==> src/verilog/pwm_gen_pkg.sv <==
/*
  constants for the pwm generator control block: register map, field
  positions, reset values and dead-time modes.
  assumes a 32-bit AHB-Lite register bus, one word per register.
*/
package pwm_gen_pkg;
  localparam logic [7:0]  OFS_CONTROL   = 8'h00;
  localparam logic [7:0]  OFS_PERIOD    = 8'h04;
  localparam logic [7:0]  OFS_DUTY      = 8'h08;
  localparam logic [7:0]  OFS_DEADTIME  = 8'h0c;
  localparam logic [7:0]  OFS_ALTDEAD   = 8'h10;
  localparam logic [7:0]  OFS_PHASE     = 8'h14;
  localparam logic [7:0]  OFS_STATUS    = 8'h18;
  localparam int          BIT_IUE       = 0;
  localparam int          BIT_EXTERNAL_PERIOD_RESET_ENABLE     = 1;
  localparam int          BIT_CAM       = 2;
  localparam int          BIT_TIME_BASE_SELECT      = 3;
  localparam int          BIT_COMPENSATION_POLARITY      = 5;
  localparam int          BIT_DTC_LO    = 6;
  localparam int          BIT_ITB       = 8;
  localparam int          BIT_CURRENT_LIMIT_MODE     = 9;
  localparam int          BIT_ENABLE    = 15;
  localparam logic [15:0] CONTROL_WMASK = 16'h83ef;
  localparam logic [15:0] RESET_VALUE   = 16'h0000;
  localparam logic [1:0]  DTC_POS       = 2'h0;
  localparam logic [1:0]  DTC_NEG       = 2'h1;
  localparam logic [1:0]  DTC_OFF       = 2'h2;
  localparam logic [1:0]  DTC_COMP      = 2'h3;
  localparam logic [1:0]  HTRANS_NONSEQ = 2'h2;
endpackage : pwm_gen_pkg

==> src/verilog/pwm_generator_control_low_byte.sv <==
/*
  one pwm generator with its control register, a directly written period, shadowed duty, dead-time and phase registers,
  dead-time insertion and compensation, and an AHB-Lite slave.
  assumes compensation and current-limit inputs come from pins (synchronised
  here) and the two master time-base ticks are on clk.
*/
`timescale 1ns/10ps
module pwm_generator_control_low_byte
  import pwm_gen_pkg::*;
#(
  parameter int W = 16
) (
  // clock and reset
  input  wire logic          clk,
  input  wire logic          rst_n,
  // AHB-Lite slave
  input  wire logic          hsel,
  input  wire logic [31:0]   haddr,
  input  wire logic [1:0]    htrans,
  input  wire logic          hwrite,
  input  wire logic [2:0]    hsize,
  input  wire logic [31:0]   hwdata,
  input  wire logic          hready,
  output logic      [31:0]   hrdata,
  output logic               hreadyout,
  output logic               hresp,
  // time base ticks and pins
  input  wire logic          primaryTick,
  input  wire logic          secondaryTick,
  input  wire logic          compensationPin,
  input  wire logic          currentLimitPin,
  // power stage
  output logic               highSideOut,
  output logic               lowSideOut
);
  // widths outside this range break the status word and the delay counter
  if (W < 4 || W > 16) begin : g_width_chk
    $error("W must be 4..16");
  end

  // reserved control bit and bus decode widths
  localparam int         BIT_RSVD   = 4;
  localparam int         ADDR_BITS  = 8;
  localparam int         CTL_BITS   = 16;
  localparam logic [2:0] HSIZE_WORD = 3'h2;

  typedef struct packed {
    logic [15:0]  ctl;
    logic [W-1:0] per, duty, dt, adt, ph;
    logic [W-1:0] sDuty, sDt, sAdt, sPh;
    logic [W-1:0] cnt;
    logic         down;
    logic         rawPwm;
    logic [W-1:0] dly;
    logic         hi, lo;
    logic [1:0]   cmpSync, limSync;
    logic         aPend, aWr;
    logic [7:0]   aAddr;
    logic [31:0]  rdata;
  } state_t;

  state_t s_r, s_nxt;

  function automatic logic [W-1:0] low_bits(input logic [31:0] d);
    return d[W-1:0];
  endfunction : low_bits

  logic          tick, centre, extRst, boundary, cmpIn, limIn, upd;
  logic [1:0]    dtc;
  logic [W-1:0]  riseDly, fallDly;

  always_comb begin
    s_nxt = s_r;
    dtc    = s_r.ctl[BIT_DTC_LO+1 -: 2];
    cmpIn  = s_r.cmpSync[1];
    limIn  = s_r.limSync[1];
    tick   = s_r.ctl[BIT_TIME_BASE_SELECT] ? secondaryTick : primaryTick;
    centre = s_r.ctl[BIT_CAM] && s_r.ctl[BIT_ITB];
    extRst = s_r.ctl[BIT_EXTERNAL_PERIOD_RESET_ENABLE] && s_r.ctl[BIT_ITB] && !s_r.ctl[BIT_CURRENT_LIMIT_MODE] && limIn;
    boundary = tick && (centre ? (s_r.down && s_r.cnt == '0) : (s_r.cnt >= s_r.per));
    s_nxt.cmpSync = {s_r.cmpSync[0], compensationPin};
    s_nxt.limSync = {s_r.limSync[0], currentLimitPin};
    // counter
    if (!s_r.ctl[BIT_ENABLE] || extRst) begin
      s_nxt.cnt  = '0;
      s_nxt.down = 1'b0;
    end else if (tick) begin
      if (centre) begin
        if (!s_r.down && s_r.cnt >= s_r.per) s_nxt.down = 1'b1;
        else if (s_r.down && s_r.cnt == '0) s_nxt.down = 1'b0;
        else s_nxt.cnt = s_r.down ? s_r.cnt - 1'b1 : s_r.cnt + 1'b1;
      end else begin
        s_nxt.cnt  = (s_r.cnt >= s_r.per) ? '0 : s_r.cnt + 1'b1;
        s_nxt.down = 1'b0;
      end
    end
    // phase offset shifts the compare point
    s_nxt.rawPwm = s_r.ctl[BIT_ENABLE] && (s_r.cnt - s_r.ph < s_r.duty);
    // shadow copy, all words in the same cycle
    upd = s_r.ctl[BIT_IUE] || boundary;
    if (upd) begin
      s_nxt.duty = s_r.sDuty;
      s_nxt.dt   = s_r.sDt;
      s_nxt.adt  = s_r.sAdt;
      s_nxt.ph   = s_r.sPh;
    end
    // dead time: rise delay applies to high side, fall delay to low side
    riseDly = s_r.dt;
    fallDly = s_r.adt;
    case (dtc)
      DTC_POS: begin
        riseDly = s_r.dt;
        fallDly = s_r.adt;
      end
      DTC_NEG: begin
        riseDly = '0;
        fallDly = '0;
      end
      DTC_OFF: begin
        riseDly = '0;
        fallDly = '0;
      end
      DTC_COMP: begin
        // true when the high side is the one to shorten
        if (s_r.ctl[BIT_COMPENSATION_POLARITY] ? cmpIn : !cmpIn) begin
          riseDly = s_r.dt;
          fallDly = '0;
        end else begin
          riseDly = '0;
          fallDly = s_r.dt;
        end
      end
      default: begin
        riseDly = '0;
        fallDly = '0;
      end
    endcase
    if (s_nxt.rawPwm != s_r.rawPwm) s_nxt.dly = '0;
    else if (s_r.dly != {W{1'b1}}) s_nxt.dly = s_r.dly + 1'b1;
    if (dtc == DTC_NEG) begin
      // negative dead time: both sides overlap for dt cycles after an edge
      s_nxt.hi = s_r.rawPwm || (s_r.dly < s_r.dt);
      s_nxt.lo = !s_r.rawPwm || (s_r.dly < s_r.dt);
    end else begin
      s_nxt.hi = s_r.rawPwm && (s_r.dly >= riseDly);
      s_nxt.lo = !s_r.rawPwm && (s_r.dly >= fallDly);
    end
    if (!s_r.ctl[BIT_ENABLE]) begin
      s_nxt.hi = 1'b0;
      s_nxt.lo = 1'b0;
    end
    // bus: data phase of the previous address
    if (s_r.aPend && s_r.aWr) begin
      case (s_r.aAddr)
        OFS_CONTROL:  s_nxt.ctl   = hwdata[CTL_BITS-1:0] & CONTROL_WMASK;
        OFS_PERIOD:   s_nxt.per   = low_bits(hwdata);
        OFS_DUTY:     s_nxt.sDuty = low_bits(hwdata);
        OFS_DEADTIME: s_nxt.sDt   = low_bits(hwdata);
        OFS_ALTDEAD:  s_nxt.sAdt  = low_bits(hwdata);
        OFS_PHASE:    s_nxt.sPh   = low_bits(hwdata);
        default: ;
      endcase
    end
    // only whole-word transfers are decoded; narrower ones are dropped
    s_nxt.aPend = hsel && hready && (htrans == HTRANS_NONSEQ) && (hsize == HSIZE_WORD);
    s_nxt.aWr   = hwrite;
    s_nxt.aAddr = haddr[ADDR_BITS-1:0];
    s_nxt.rdata = '0;
    if (s_nxt.aPend && !hwrite) begin
      case (haddr[ADDR_BITS-1:0])
        OFS_CONTROL:  s_nxt.rdata = {16'h0000, s_r.ctl};
        OFS_PERIOD:   s_nxt.rdata = 32'(s_r.per);
        OFS_DUTY:     s_nxt.rdata = 32'(s_r.duty);
        OFS_DEADTIME: s_nxt.rdata = 32'(s_r.dt);
        OFS_ALTDEAD:  s_nxt.rdata = 32'(s_r.adt);
        OFS_PHASE:    s_nxt.rdata = 32'(s_r.ph);
        OFS_STATUS:   s_nxt.rdata = {14'h0000, s_r.down, centre, 16'(s_r.cnt)};
        default:      s_nxt.rdata = '0;
      endcase
    end
  end

  always_ff @(posedge clk or negedge rst_n) begin
    if (!rst_n) begin
      s_r <= '0;
    end else begin
      s_r <= s_nxt;
    end
  end

  // zero wait states: ready and response are fixed levels, not registered
  assign hrdata      = s_r.rdata;
  assign hreadyout   = 1'b1;
  assign hresp       = 1'b0;
  assign highSideOut = s_r.hi;
  assign lowSideOut  = s_r.lo;

  // assertions
  bit_four_zero_a: assert property (@(posedge clk) disable iff (!rst_n) !s_r.ctl[BIT_RSVD])
    else $error("bit 4 set");
  no_overlap_a: assert property (@(posedge clk) disable iff (!rst_n)
    (dtc != DTC_NEG) |-> !(s_r.hi && s_r.lo)) else $error("outputs overlap");
  dead_off_a: assert property (@(posedge clk) disable iff (!rst_n)
    (dtc == DTC_OFF && s_r.ctl[BIT_ENABLE] && $stable(s_r.ctl)) |=> (s_r.hi == $past(s_r.rawPwm)))
    else $error("dead time not off");
  edge_ignore_a: assert property (@(posedge clk) disable iff (!rst_n)
    !s_r.ctl[BIT_ITB] |-> !centre) else $error("centre without itb");
  ext_reset_a: assert property (@(posedge clk) disable iff (!rst_n)
    (s_r.ctl[BIT_CURRENT_LIMIT_MODE] || !s_r.ctl[BIT_ITB]) |-> !extRst) else $error("bad external reset");
  ext_clear_a: assert property (@(posedge clk) disable iff (!rst_n)
    extRst |=> s_r.cnt == '0) else $error("counter not reset");
  immediate_upd_a: assert property (@(posedge clk) disable iff (!rst_n)
    s_r.ctl[BIT_IUE] |=> s_r.duty == $past(s_r.sDuty)) else $error("no immediate update");
  held_shadow_a: assert property (@(posedge clk) disable iff (!rst_n)
    (!s_r.ctl[BIT_IUE] && !boundary) |=> $stable(s_r.duty) && $stable(s_r.ph))
    else $error("update off boundary");
  tb_select_a: assert property (@(posedge clk) disable iff (!rst_n)
    (s_r.ctl[BIT_ENABLE] && !s_r.ctl[BIT_TIME_BASE_SELECT] && !primaryTick && !extRst) |=> $stable(s_r.cnt))
    else $error("counter moved without tick");
  tb_second_a: assert property (@(posedge clk) disable iff (!rst_n)
    (s_r.ctl[BIT_ENABLE] && s_r.ctl[BIT_TIME_BASE_SELECT] && !secondaryTick && !extRst) |=> $stable(s_r.cnt))
    else $error("counter moved without secondary tick");

  // dead-time modes and compensation
  comp_low_a: assert property (@(posedge clk) disable iff (!rst_n)
    (dtc == DTC_COMP && s_r.ctl[BIT_COMPENSATION_POLARITY] && !cmpIn && s_r.ctl[BIT_ENABLE] && s_r.dly < s_r.dt)
    |=> (!s_r.lo && s_r.hi == $past(s_r.rawPwm)))
    else $error("low side not shortened");
  comp_high_a: assert property (@(posedge clk) disable iff (!rst_n)
    (dtc == DTC_COMP && !s_r.ctl[BIT_COMPENSATION_POLARITY] && !cmpIn && s_r.ctl[BIT_ENABLE] && s_r.dly < s_r.dt)
    |=> (!s_r.hi && s_r.lo == !$past(s_r.rawPwm)))
    else $error("high side not shortened");
  comp_ignore_a: assert property (@(posedge clk) disable iff (!rst_n)
    (dtc != DTC_COMP && dtc != DTC_NEG && s_r.ctl[BIT_ENABLE] &&
     s_r.dly >= s_r.dt && s_r.dly >= s_r.adt)
    |=> (s_r.hi == $past(s_r.rawPwm) && s_r.lo == !$past(s_r.rawPwm)))
    else $error("polarity acted outside compensation");
  neg_overlap_a: assert property (@(posedge clk) disable iff (!rst_n)
    (dtc == DTC_NEG && s_r.ctl[BIT_ENABLE] && s_r.dly < s_r.dt) |=> (s_r.hi && s_r.lo))
    else $error("no negative dead time");
  off_low_a: assert property (@(posedge clk) disable iff (!rst_n)
    (dtc == DTC_OFF && s_r.ctl[BIT_ENABLE]) |=> (s_r.lo == !$past(s_r.rawPwm)))
    else $error("low side delayed with dead time off");

  // time base counting
  centre_down_a: assert property (@(posedge clk) disable iff (!rst_n)
    (centre && tick && s_r.ctl[BIT_ENABLE] && !extRst && s_r.down && s_r.cnt != '0)
    |=> (s_r.cnt == $past(s_r.cnt) - 1'b1))
    else $error("centre count not falling");
  centre_turn_a: assert property (@(posedge clk) disable iff (!rst_n)
    (centre && tick && s_r.ctl[BIT_ENABLE] && !extRst && !s_r.down && s_r.cnt >= s_r.per)
    |=> s_r.down)
    else $error("centre count did not turn");
  edge_wrap_a: assert property (@(posedge clk) disable iff (!rst_n)
    (!centre && tick && s_r.ctl[BIT_ENABLE] && !extRst && s_r.cnt >= s_r.per) |=> (s_r.cnt == '0))
    else $error("edge count did not wrap");
  ext_idle_a: assert property (@(posedge clk) disable iff (!rst_n)
    !s_r.ctl[BIT_EXTERNAL_PERIOD_RESET_ENABLE] |-> !extRst) else $error("reset without enable bit");

  // shadow registers
  boundary_copy_a: assert property (@(posedge clk) disable iff (!rst_n)
    (!s_r.ctl[BIT_IUE] && boundary)
    |=> (s_r.duty == $past(s_r.sDuty) && s_r.dt == $past(s_r.sDt) &&
         s_r.adt == $past(s_r.sAdt) && s_r.ph == $past(s_r.sPh)))
    else $error("shadows not copied at boundary");
  upd_all_a: assert property (@(posedge clk) disable iff (!rst_n)
    s_r.ctl[BIT_IUE]
    |=> (s_r.dt == $past(s_r.sDt) && s_r.adt == $past(s_r.sAdt) && s_r.ph == $past(s_r.sPh)))
    else $error("timing words not immediate");

  // control register access
  ctl_write_a: assert property (@(posedge clk) disable iff (!rst_n)
    (s_r.aPend && s_r.aWr && s_r.aAddr == OFS_CONTROL)
    |=> (!s_r.ctl[BIT_RSVD] && s_r.ctl[BIT_ENABLE] == $past(hwdata[BIT_ENABLE])))
    else $error("control write wrong");
  ctl_read_a: assert property (@(posedge clk) disable iff (!rst_n)
    (s_r.aPend && !s_r.aWr && s_r.aAddr == OFS_CONTROL) |-> !hrdata[BIT_RSVD])
    else $error("reserved bit read as one");

  centre_cv: cover property (@(posedge clk) centre && s_r.down);
  comp_cv: cover property (@(posedge clk) dtc == DTC_COMP && s_r.hi);
  ext_cv: cover property (@(posedge clk) extRst);
  neg_cv: cover property (@(posedge clk) dtc == DTC_NEG && s_r.hi && s_r.lo);
  upd_cv: cover property (@(posedge clk) !s_r.ctl[BIT_IUE] && boundary);
endmodule : pwm_generator_control_low_byte

==> config.mk <==
export PLATFORM = sky130hd
export DESIGN_NAME = pwm_generator_control_low_byte
export DESIGN_NICKNAME = d
export VERILOG_FILES = /design/src/verilog/pwm_gen_pkg.sv /design/src/verilog/pwm_generator_control_low_byte.sv
export SDC_FILE = /design/constraint.sdc
export NUM_CORES = 1
export LEC_CHECK = 0
export BUFFER_PORTS_ARGS = -buffer_cell sky130_fd_sc_hd__buf_2
export CAP_MARGIN = 20
export CORE_MARGIN = 2
export CORE_UTILIZATION = 45
export CTS_CLUSTER_SIZE = 8
export DETAILED_ROUTE_END_ITERATION = 7
export HOLD_SLACK_MARGIN = 0.08
export MAX_ROUTING_LAYER = met4
export PLACE_DENSITY_LB_ADDON = 0.3
export SETUP_SLACK_MARGIN = 0.5
export SYNTH_ARGS = -nofsm -noshare
export SYNTH_HDL_FRONTEND = slang
export SYNTH_SLANG_ARGS = --single-unit
==> constraint.sdc <==
create_clock -name clk -period 4.2 [get_ports clk]
set_input_delay 0.84 -clock clk [delete_from_list [all_inputs] [get_ports clk]]
set_output_delay 0.84 -clock clk [all_outputs]
set_load 0.01 [all_outputs]
==> Word level (Yosys, flattened, before mapping) <==
Index checks and enable logic that the tools add are counted.
{ "word_totals": {"elab_cells": 114, "mem_count": 0, "reg_bits": 236, "latch_bits": 0, "rom_bits": 0, "mem_bits_rw": 0} }
{ "classes": {"n_div": 0, "n_reduce_logical": 40, "magnitude_cmp": 5, "multipliers": 0, "n_mux": 22, "n_eq_ne": 21, "n_shift": 0, "bitwise_logic": 0, "addsub": 4} }
{ "ops": {"columns": ["operator", "count"], "rows": [
  ["two-way mux 16 bit", 8],
  ["case mux 18 bit (7 select lines)", 1],
  ["case mux 16 bit (3 select lines)", 2],
  ["two-way mux 17 bit", 3],
  [">= comparator 16 bit", 3],
  ["== test 8 x 5 -> 1 bit (second input constant)", 5],
  ["adder 16 x 1 -> 16 bit (second input constant)", 2],
  ["== test 8 x 4 -> 1 bit (second input constant)", 4],
  ["< comparator 16 bit", 2],
  ["two-way mux 18 bit", 1],
  ["== test 8 x 3 -> 1 bit (second input constant)", 2],
  ["logical NOT 16 bit", 1],
  ["logical NOT 8 bit", 2],
  ["inequality test 16 bit (second input constant)", 1],
  ["subtractor 16 x 1 -> 16 bit (second input constant)", 1],
  ["subtractor 16 bit", 1],
  ["logical AND 1 bit", 15],
  ["AND reduction 2 bit", 7],
  ["== test 2 bit (second input constant)", 3],
  ["logical NOT 1 bit", 6],
  ["inequality test 3 bit (second input constant)", 2],
  ["two-way mux 1 bit", 5],
  ["logical OR 1 bit", 4],
  ["two-way mux 2 bit", 2],
  ["other kinds (8)", 9]
]} }

==> Depth between registers and ports, before layout <==
{ "depth": {"depth_word": 8, "mapped_depth": 20} }

==> Worst setup path before layout <==
No wires, ideal clock.
{ "synth_path": {"path_type": "reg2reg", "from": "register s_r[66] (netlist bit)", "to": "register s_r[60] (netlist bit)", "t_arrival_ps": 3909, "path_buffers": 1, "path_slack_ps": 171, "synth_period_minus_slack_ps": 4029, "stages_incl_launch_ff": 20, "cell_sequence": "dfrtp_1 > inv_1 > ha_1 > fa_1 > nand2b_1 > a21boi_0 > o21ai_1 > a21oi_1 > o2111ai_1 > a31oi_1 > or4b_1 > nand3_1 > ha_1 > nand3_1 > or4_1 > a21oi_1 > nor4b_2 > xor2_2 > buf_6 > nor2_1"} }
{ "synth_lines": {"columns": ["item", "line_no", "text"], "rows": [
  ["start, declared", "pwm_generator_control_low_byte.sv:62", "state_t s_r, s_nxt;"],
  ["start signal, assigned", "pwm_generator_control_low_byte.sv:187", "s_r <= s_nxt;"]
]} }

==> results.md <==
* Worst setup path startpoint: s_r[66]$_DFFE_PN0P_
* Max H-tree Level at 2
* Worst slew margin at 0.272
* Clock share of power at 0.471
* Drt drc at 0
* Cells on worst reg2reg path at 20
* Combinational Power Share at 0.087
* 1st-iter DRT viols at 796
* Std cell rows at 62
* Final period utilization at 0.936
* DIE AREA at 30700 sq um
* Largest cells by area after synthesis: dfrtp_1 42%, ha_1 9.2%, mux2_2 9.1%
* Via density at 5.73
* Crit-path max cell delay at 0.42 ns
* Post-synth top area cell: dfrtp_1
* Post-Synthesis Cells at 1250
* Placed wire-length estimate at 24.5 mm
* Maxcap violations at 0
* Die height at 175 microns
* Flop pwr share at 0.442
* Share of cells above drive strength 1 at 0.266
* Critical path class: flip-flop to flip-flop
* CTS Buf Count at 34
* Peak VDD IR at 0.000184 V
* Synth cell types at 78
* Skew final at 0.0232 ns
* Crit path DAT at 4.32 ns
* First-pass GRT wire length at 54.2 mm
* Total wire length at 34.0 mm
* Clock-pin slew on the worst setup and hold paths at 0.05 ns
* Die W at 175 microns
* Pin count of the biggest net entering global routing at 110
* Max stage delay cell, worst path: or4_4
* Hold slack at 0.345 ns
* Switching power at 1.22 mW
* Cell Area, Synth at 13200 sq um
* Most frequently used flop master after synthesis: dfrtp_1
* Core Box Area at 28800 sq um
* Final ANT Viol Nets at 0
* Number of hold buffers added after cts at 0
* Worst r2r dst: s_r[62]$_DFFE_PN0P_
* Final worst slack at 0.269 ns
* I/O pin count at 114
* Clock sinks at 222
* Min Tclk post-route at 3.93 ns
* Startpoint types: flip-flop
* Commonest cells in the netlist: 222 x dfrtp_1, 107 x mux2_2, 97 x ha_1
* Clk_lat worst skew at 0.50 ns
* CTS Root Cell: clkbuf_16
* Placed cell count at 1654
* Final count of hold timing violations at 0
* Post-synthesis sequential area ratio at 0.420
* EDFF count, synth at 0
* Initial antenna violation count at 1
* Cell Pwr Density at 339 nW/um^2
* Most frequent cell after synthesis: dfrtp_1
* Global placement routability congestion at 0.919
* Fmax achieved at 0.254 GHz
* WP buf/inv at 3
* Post-synth top area share at 0.420
* Internal at 3.90 mW
* Setup WS pre-CTS at 0.0880 ns
* Max-slew violations at 0
* Via count at 9855
* Synth warn at 0
* Mean post-synth cell area at 10.6 sq um
* Detailed Routing Iterations Pass 1 at 7
* Routed length per instance at 19.8 microns
* Final #Nets at 1503
* I/O Buffers at 57
* Fin cells at 1719
* CTS max path bufs at 3
* Flop2flop setup slack at 0.27 ns
* Crit path to: s_r[62]$_DFFE_PN0P_
* Hold Path Class: flip-flop to flip-flop
* P&R area growth vs syn at 14.3%
* WP depth at 20
* Crit path required time at 4.59 ns
* Final setup fails at 0
* Crit Reg-Reg Startpoint: s_r[66]$_DFFE_PN0P_
* Total GRT Usage at 0.231
* Critical Path Fanout Max at 8
* Setup TNS at 0 ns
* Gr ovfl total at 0
* Async set-reset flop share out of synthesis at 1.00
* CTS tree: done
* RSZ-0062 raised after global routing: true
* Worst setup EP type: flip-flop
* Vias in the first global route at 9845
* Synthesized flop and latch total at 222
* Initial Utilization at 0.459
* Leakage at 7.22 nW
* Critical-path cell list: inv_2 > ha_4 > fa_2 > nand2b_4 > a21boi_4 > o21ai_2 > a21oi_2 > o2111ai_2 > a31oi_2 > or4b_4 > nand3_4 > ha_4 > nand3_2 > or4_4 > a21oi_2 > nor4b_2 > buf_4 > xor2_4 > buf_12 > a211oi_2
* Least-Margin Pin Slew at 1.09 ns
* Switching share of total power at 0.238
* CP top delay family: compound AO/OA/AOI/OAI gates
* Status: finished clean
kinds of logic after synthesis:
kind of cell | count (synthesis) | synth area share
muxes | 167 | 0.156
DFF | 222 | 0.420
adders and majority gates | 98 | 0.0934
AOI/OAI and AO/OA | 249 | 0.125
buffers and inverters | 162 | 0.0610
xor gates and xnor gates | 29 | 0.0198
and+or+nand+nor | 321 | 0.123
other | 2 | 0.000568
flip-flops by register name, summed over array words and instances (netlist names):
register     flops
highSideOut      1
limIn            1
cmpIn            1
dtc              2
s_r            196
lowSideOut       1
hrdata          18
s_nxt            2
how the worst min path moves through the flow:
stage | from | endpoint | slack (ns) | cells after the start
after floorplan | s_nxt[45]$_DFF_PN0_ | cmpIn$_DFF_PN0_ | 0.33 | 0
after global placement | s_nxt[43]$_DFF_PN0_ | limIn$_DFF_PN0_ | 0.34 | 0
after detailed placement | s_nxt[43]$_DFF_PN0_ | limIn$_DFF_PN0_ | 0.34 | 0
after CTS | s_nxt[43]$_DFF_PN0_ | limIn$_DFF_PN0_ | 0.35 | 0
after global routing | s_nxt[43]$_DFF_PN0_ | limIn$_DFF_PN0_ | 0.35 | 0
final | s_nxt[43]$_DFF_PN0_ | limIn$_DFF_PN0_ | 0.35 | 0
routing by layer:
| layer | up-vias | track usage | share of wire |
|---|---|---|---|
| li1 | 4605 | - | - |
| met1 | 4912 | 0.306 | 0.45 |
| met2 | 288 | 0.372 | 0.48 |
| met3 | 50 | 0.0366 | 0.057 |
| met4 | 0 | 0.0611 | 0.021 |
| met5 | - | - | 0 |
cell usage in the layout (no fill, tap or decap), types with 50 or more instances in the layout:
cell,count
nor2_1,65
buf_2,56
dfrtp_1,222
nand2_1,96
ha_1,95
mux2_4,50
mux2_2,107
buf_4,54
o21ai_0,62
inv_1,71
power groups by stage:
stage	clock [mW]	sequential (mW)	combinational [mW]
global route	2.56	2.27	0.510
floorplan	0	2.27	0.284
global placement	0	2.29	0.413
detailed placement	0	2.29	0.425
finish	2.41	2.26	0.446
CTS	2.46	2.26	0.435
per-stage QoR:
step	power, mW	instance area, sq um	utilization
2_1_floorplan	2.56	13300	-
4_1_cts	5.16	15000	0.520
3_5_place_dp	2.72	13900	0.482
5_1_grt	5.34	15100	0.525
3_3_place_gp	2.70	13900	0.482
6_report	5.12	15100	0.525
cell type report:
type / count / area, sq um
Clock inverter: 2 / 13.8
Sequential cell: 222 / 5560
Fill cell: 2580 / 13700
Inverter: 73 / 274
Tap cell: 384 / 480
Antenna cell: 1 / 2.50
Timing Repair Buffer: 116 / 806
Multi-Input combinational cell: 880 / 7070
Clock buffer: 41 / 908
repair_timing:
item / in CTS / in global routing
hold endpoints to repair: 0 / 0
buffers inserted: 11 / 9
resized for setup: 16 / 14
setup endpoints to repair: 16 / 16
pin swaps: 3 / 8
cloned: 1 / 0
No activity file was read; power rests on OpenSTA's default activity.
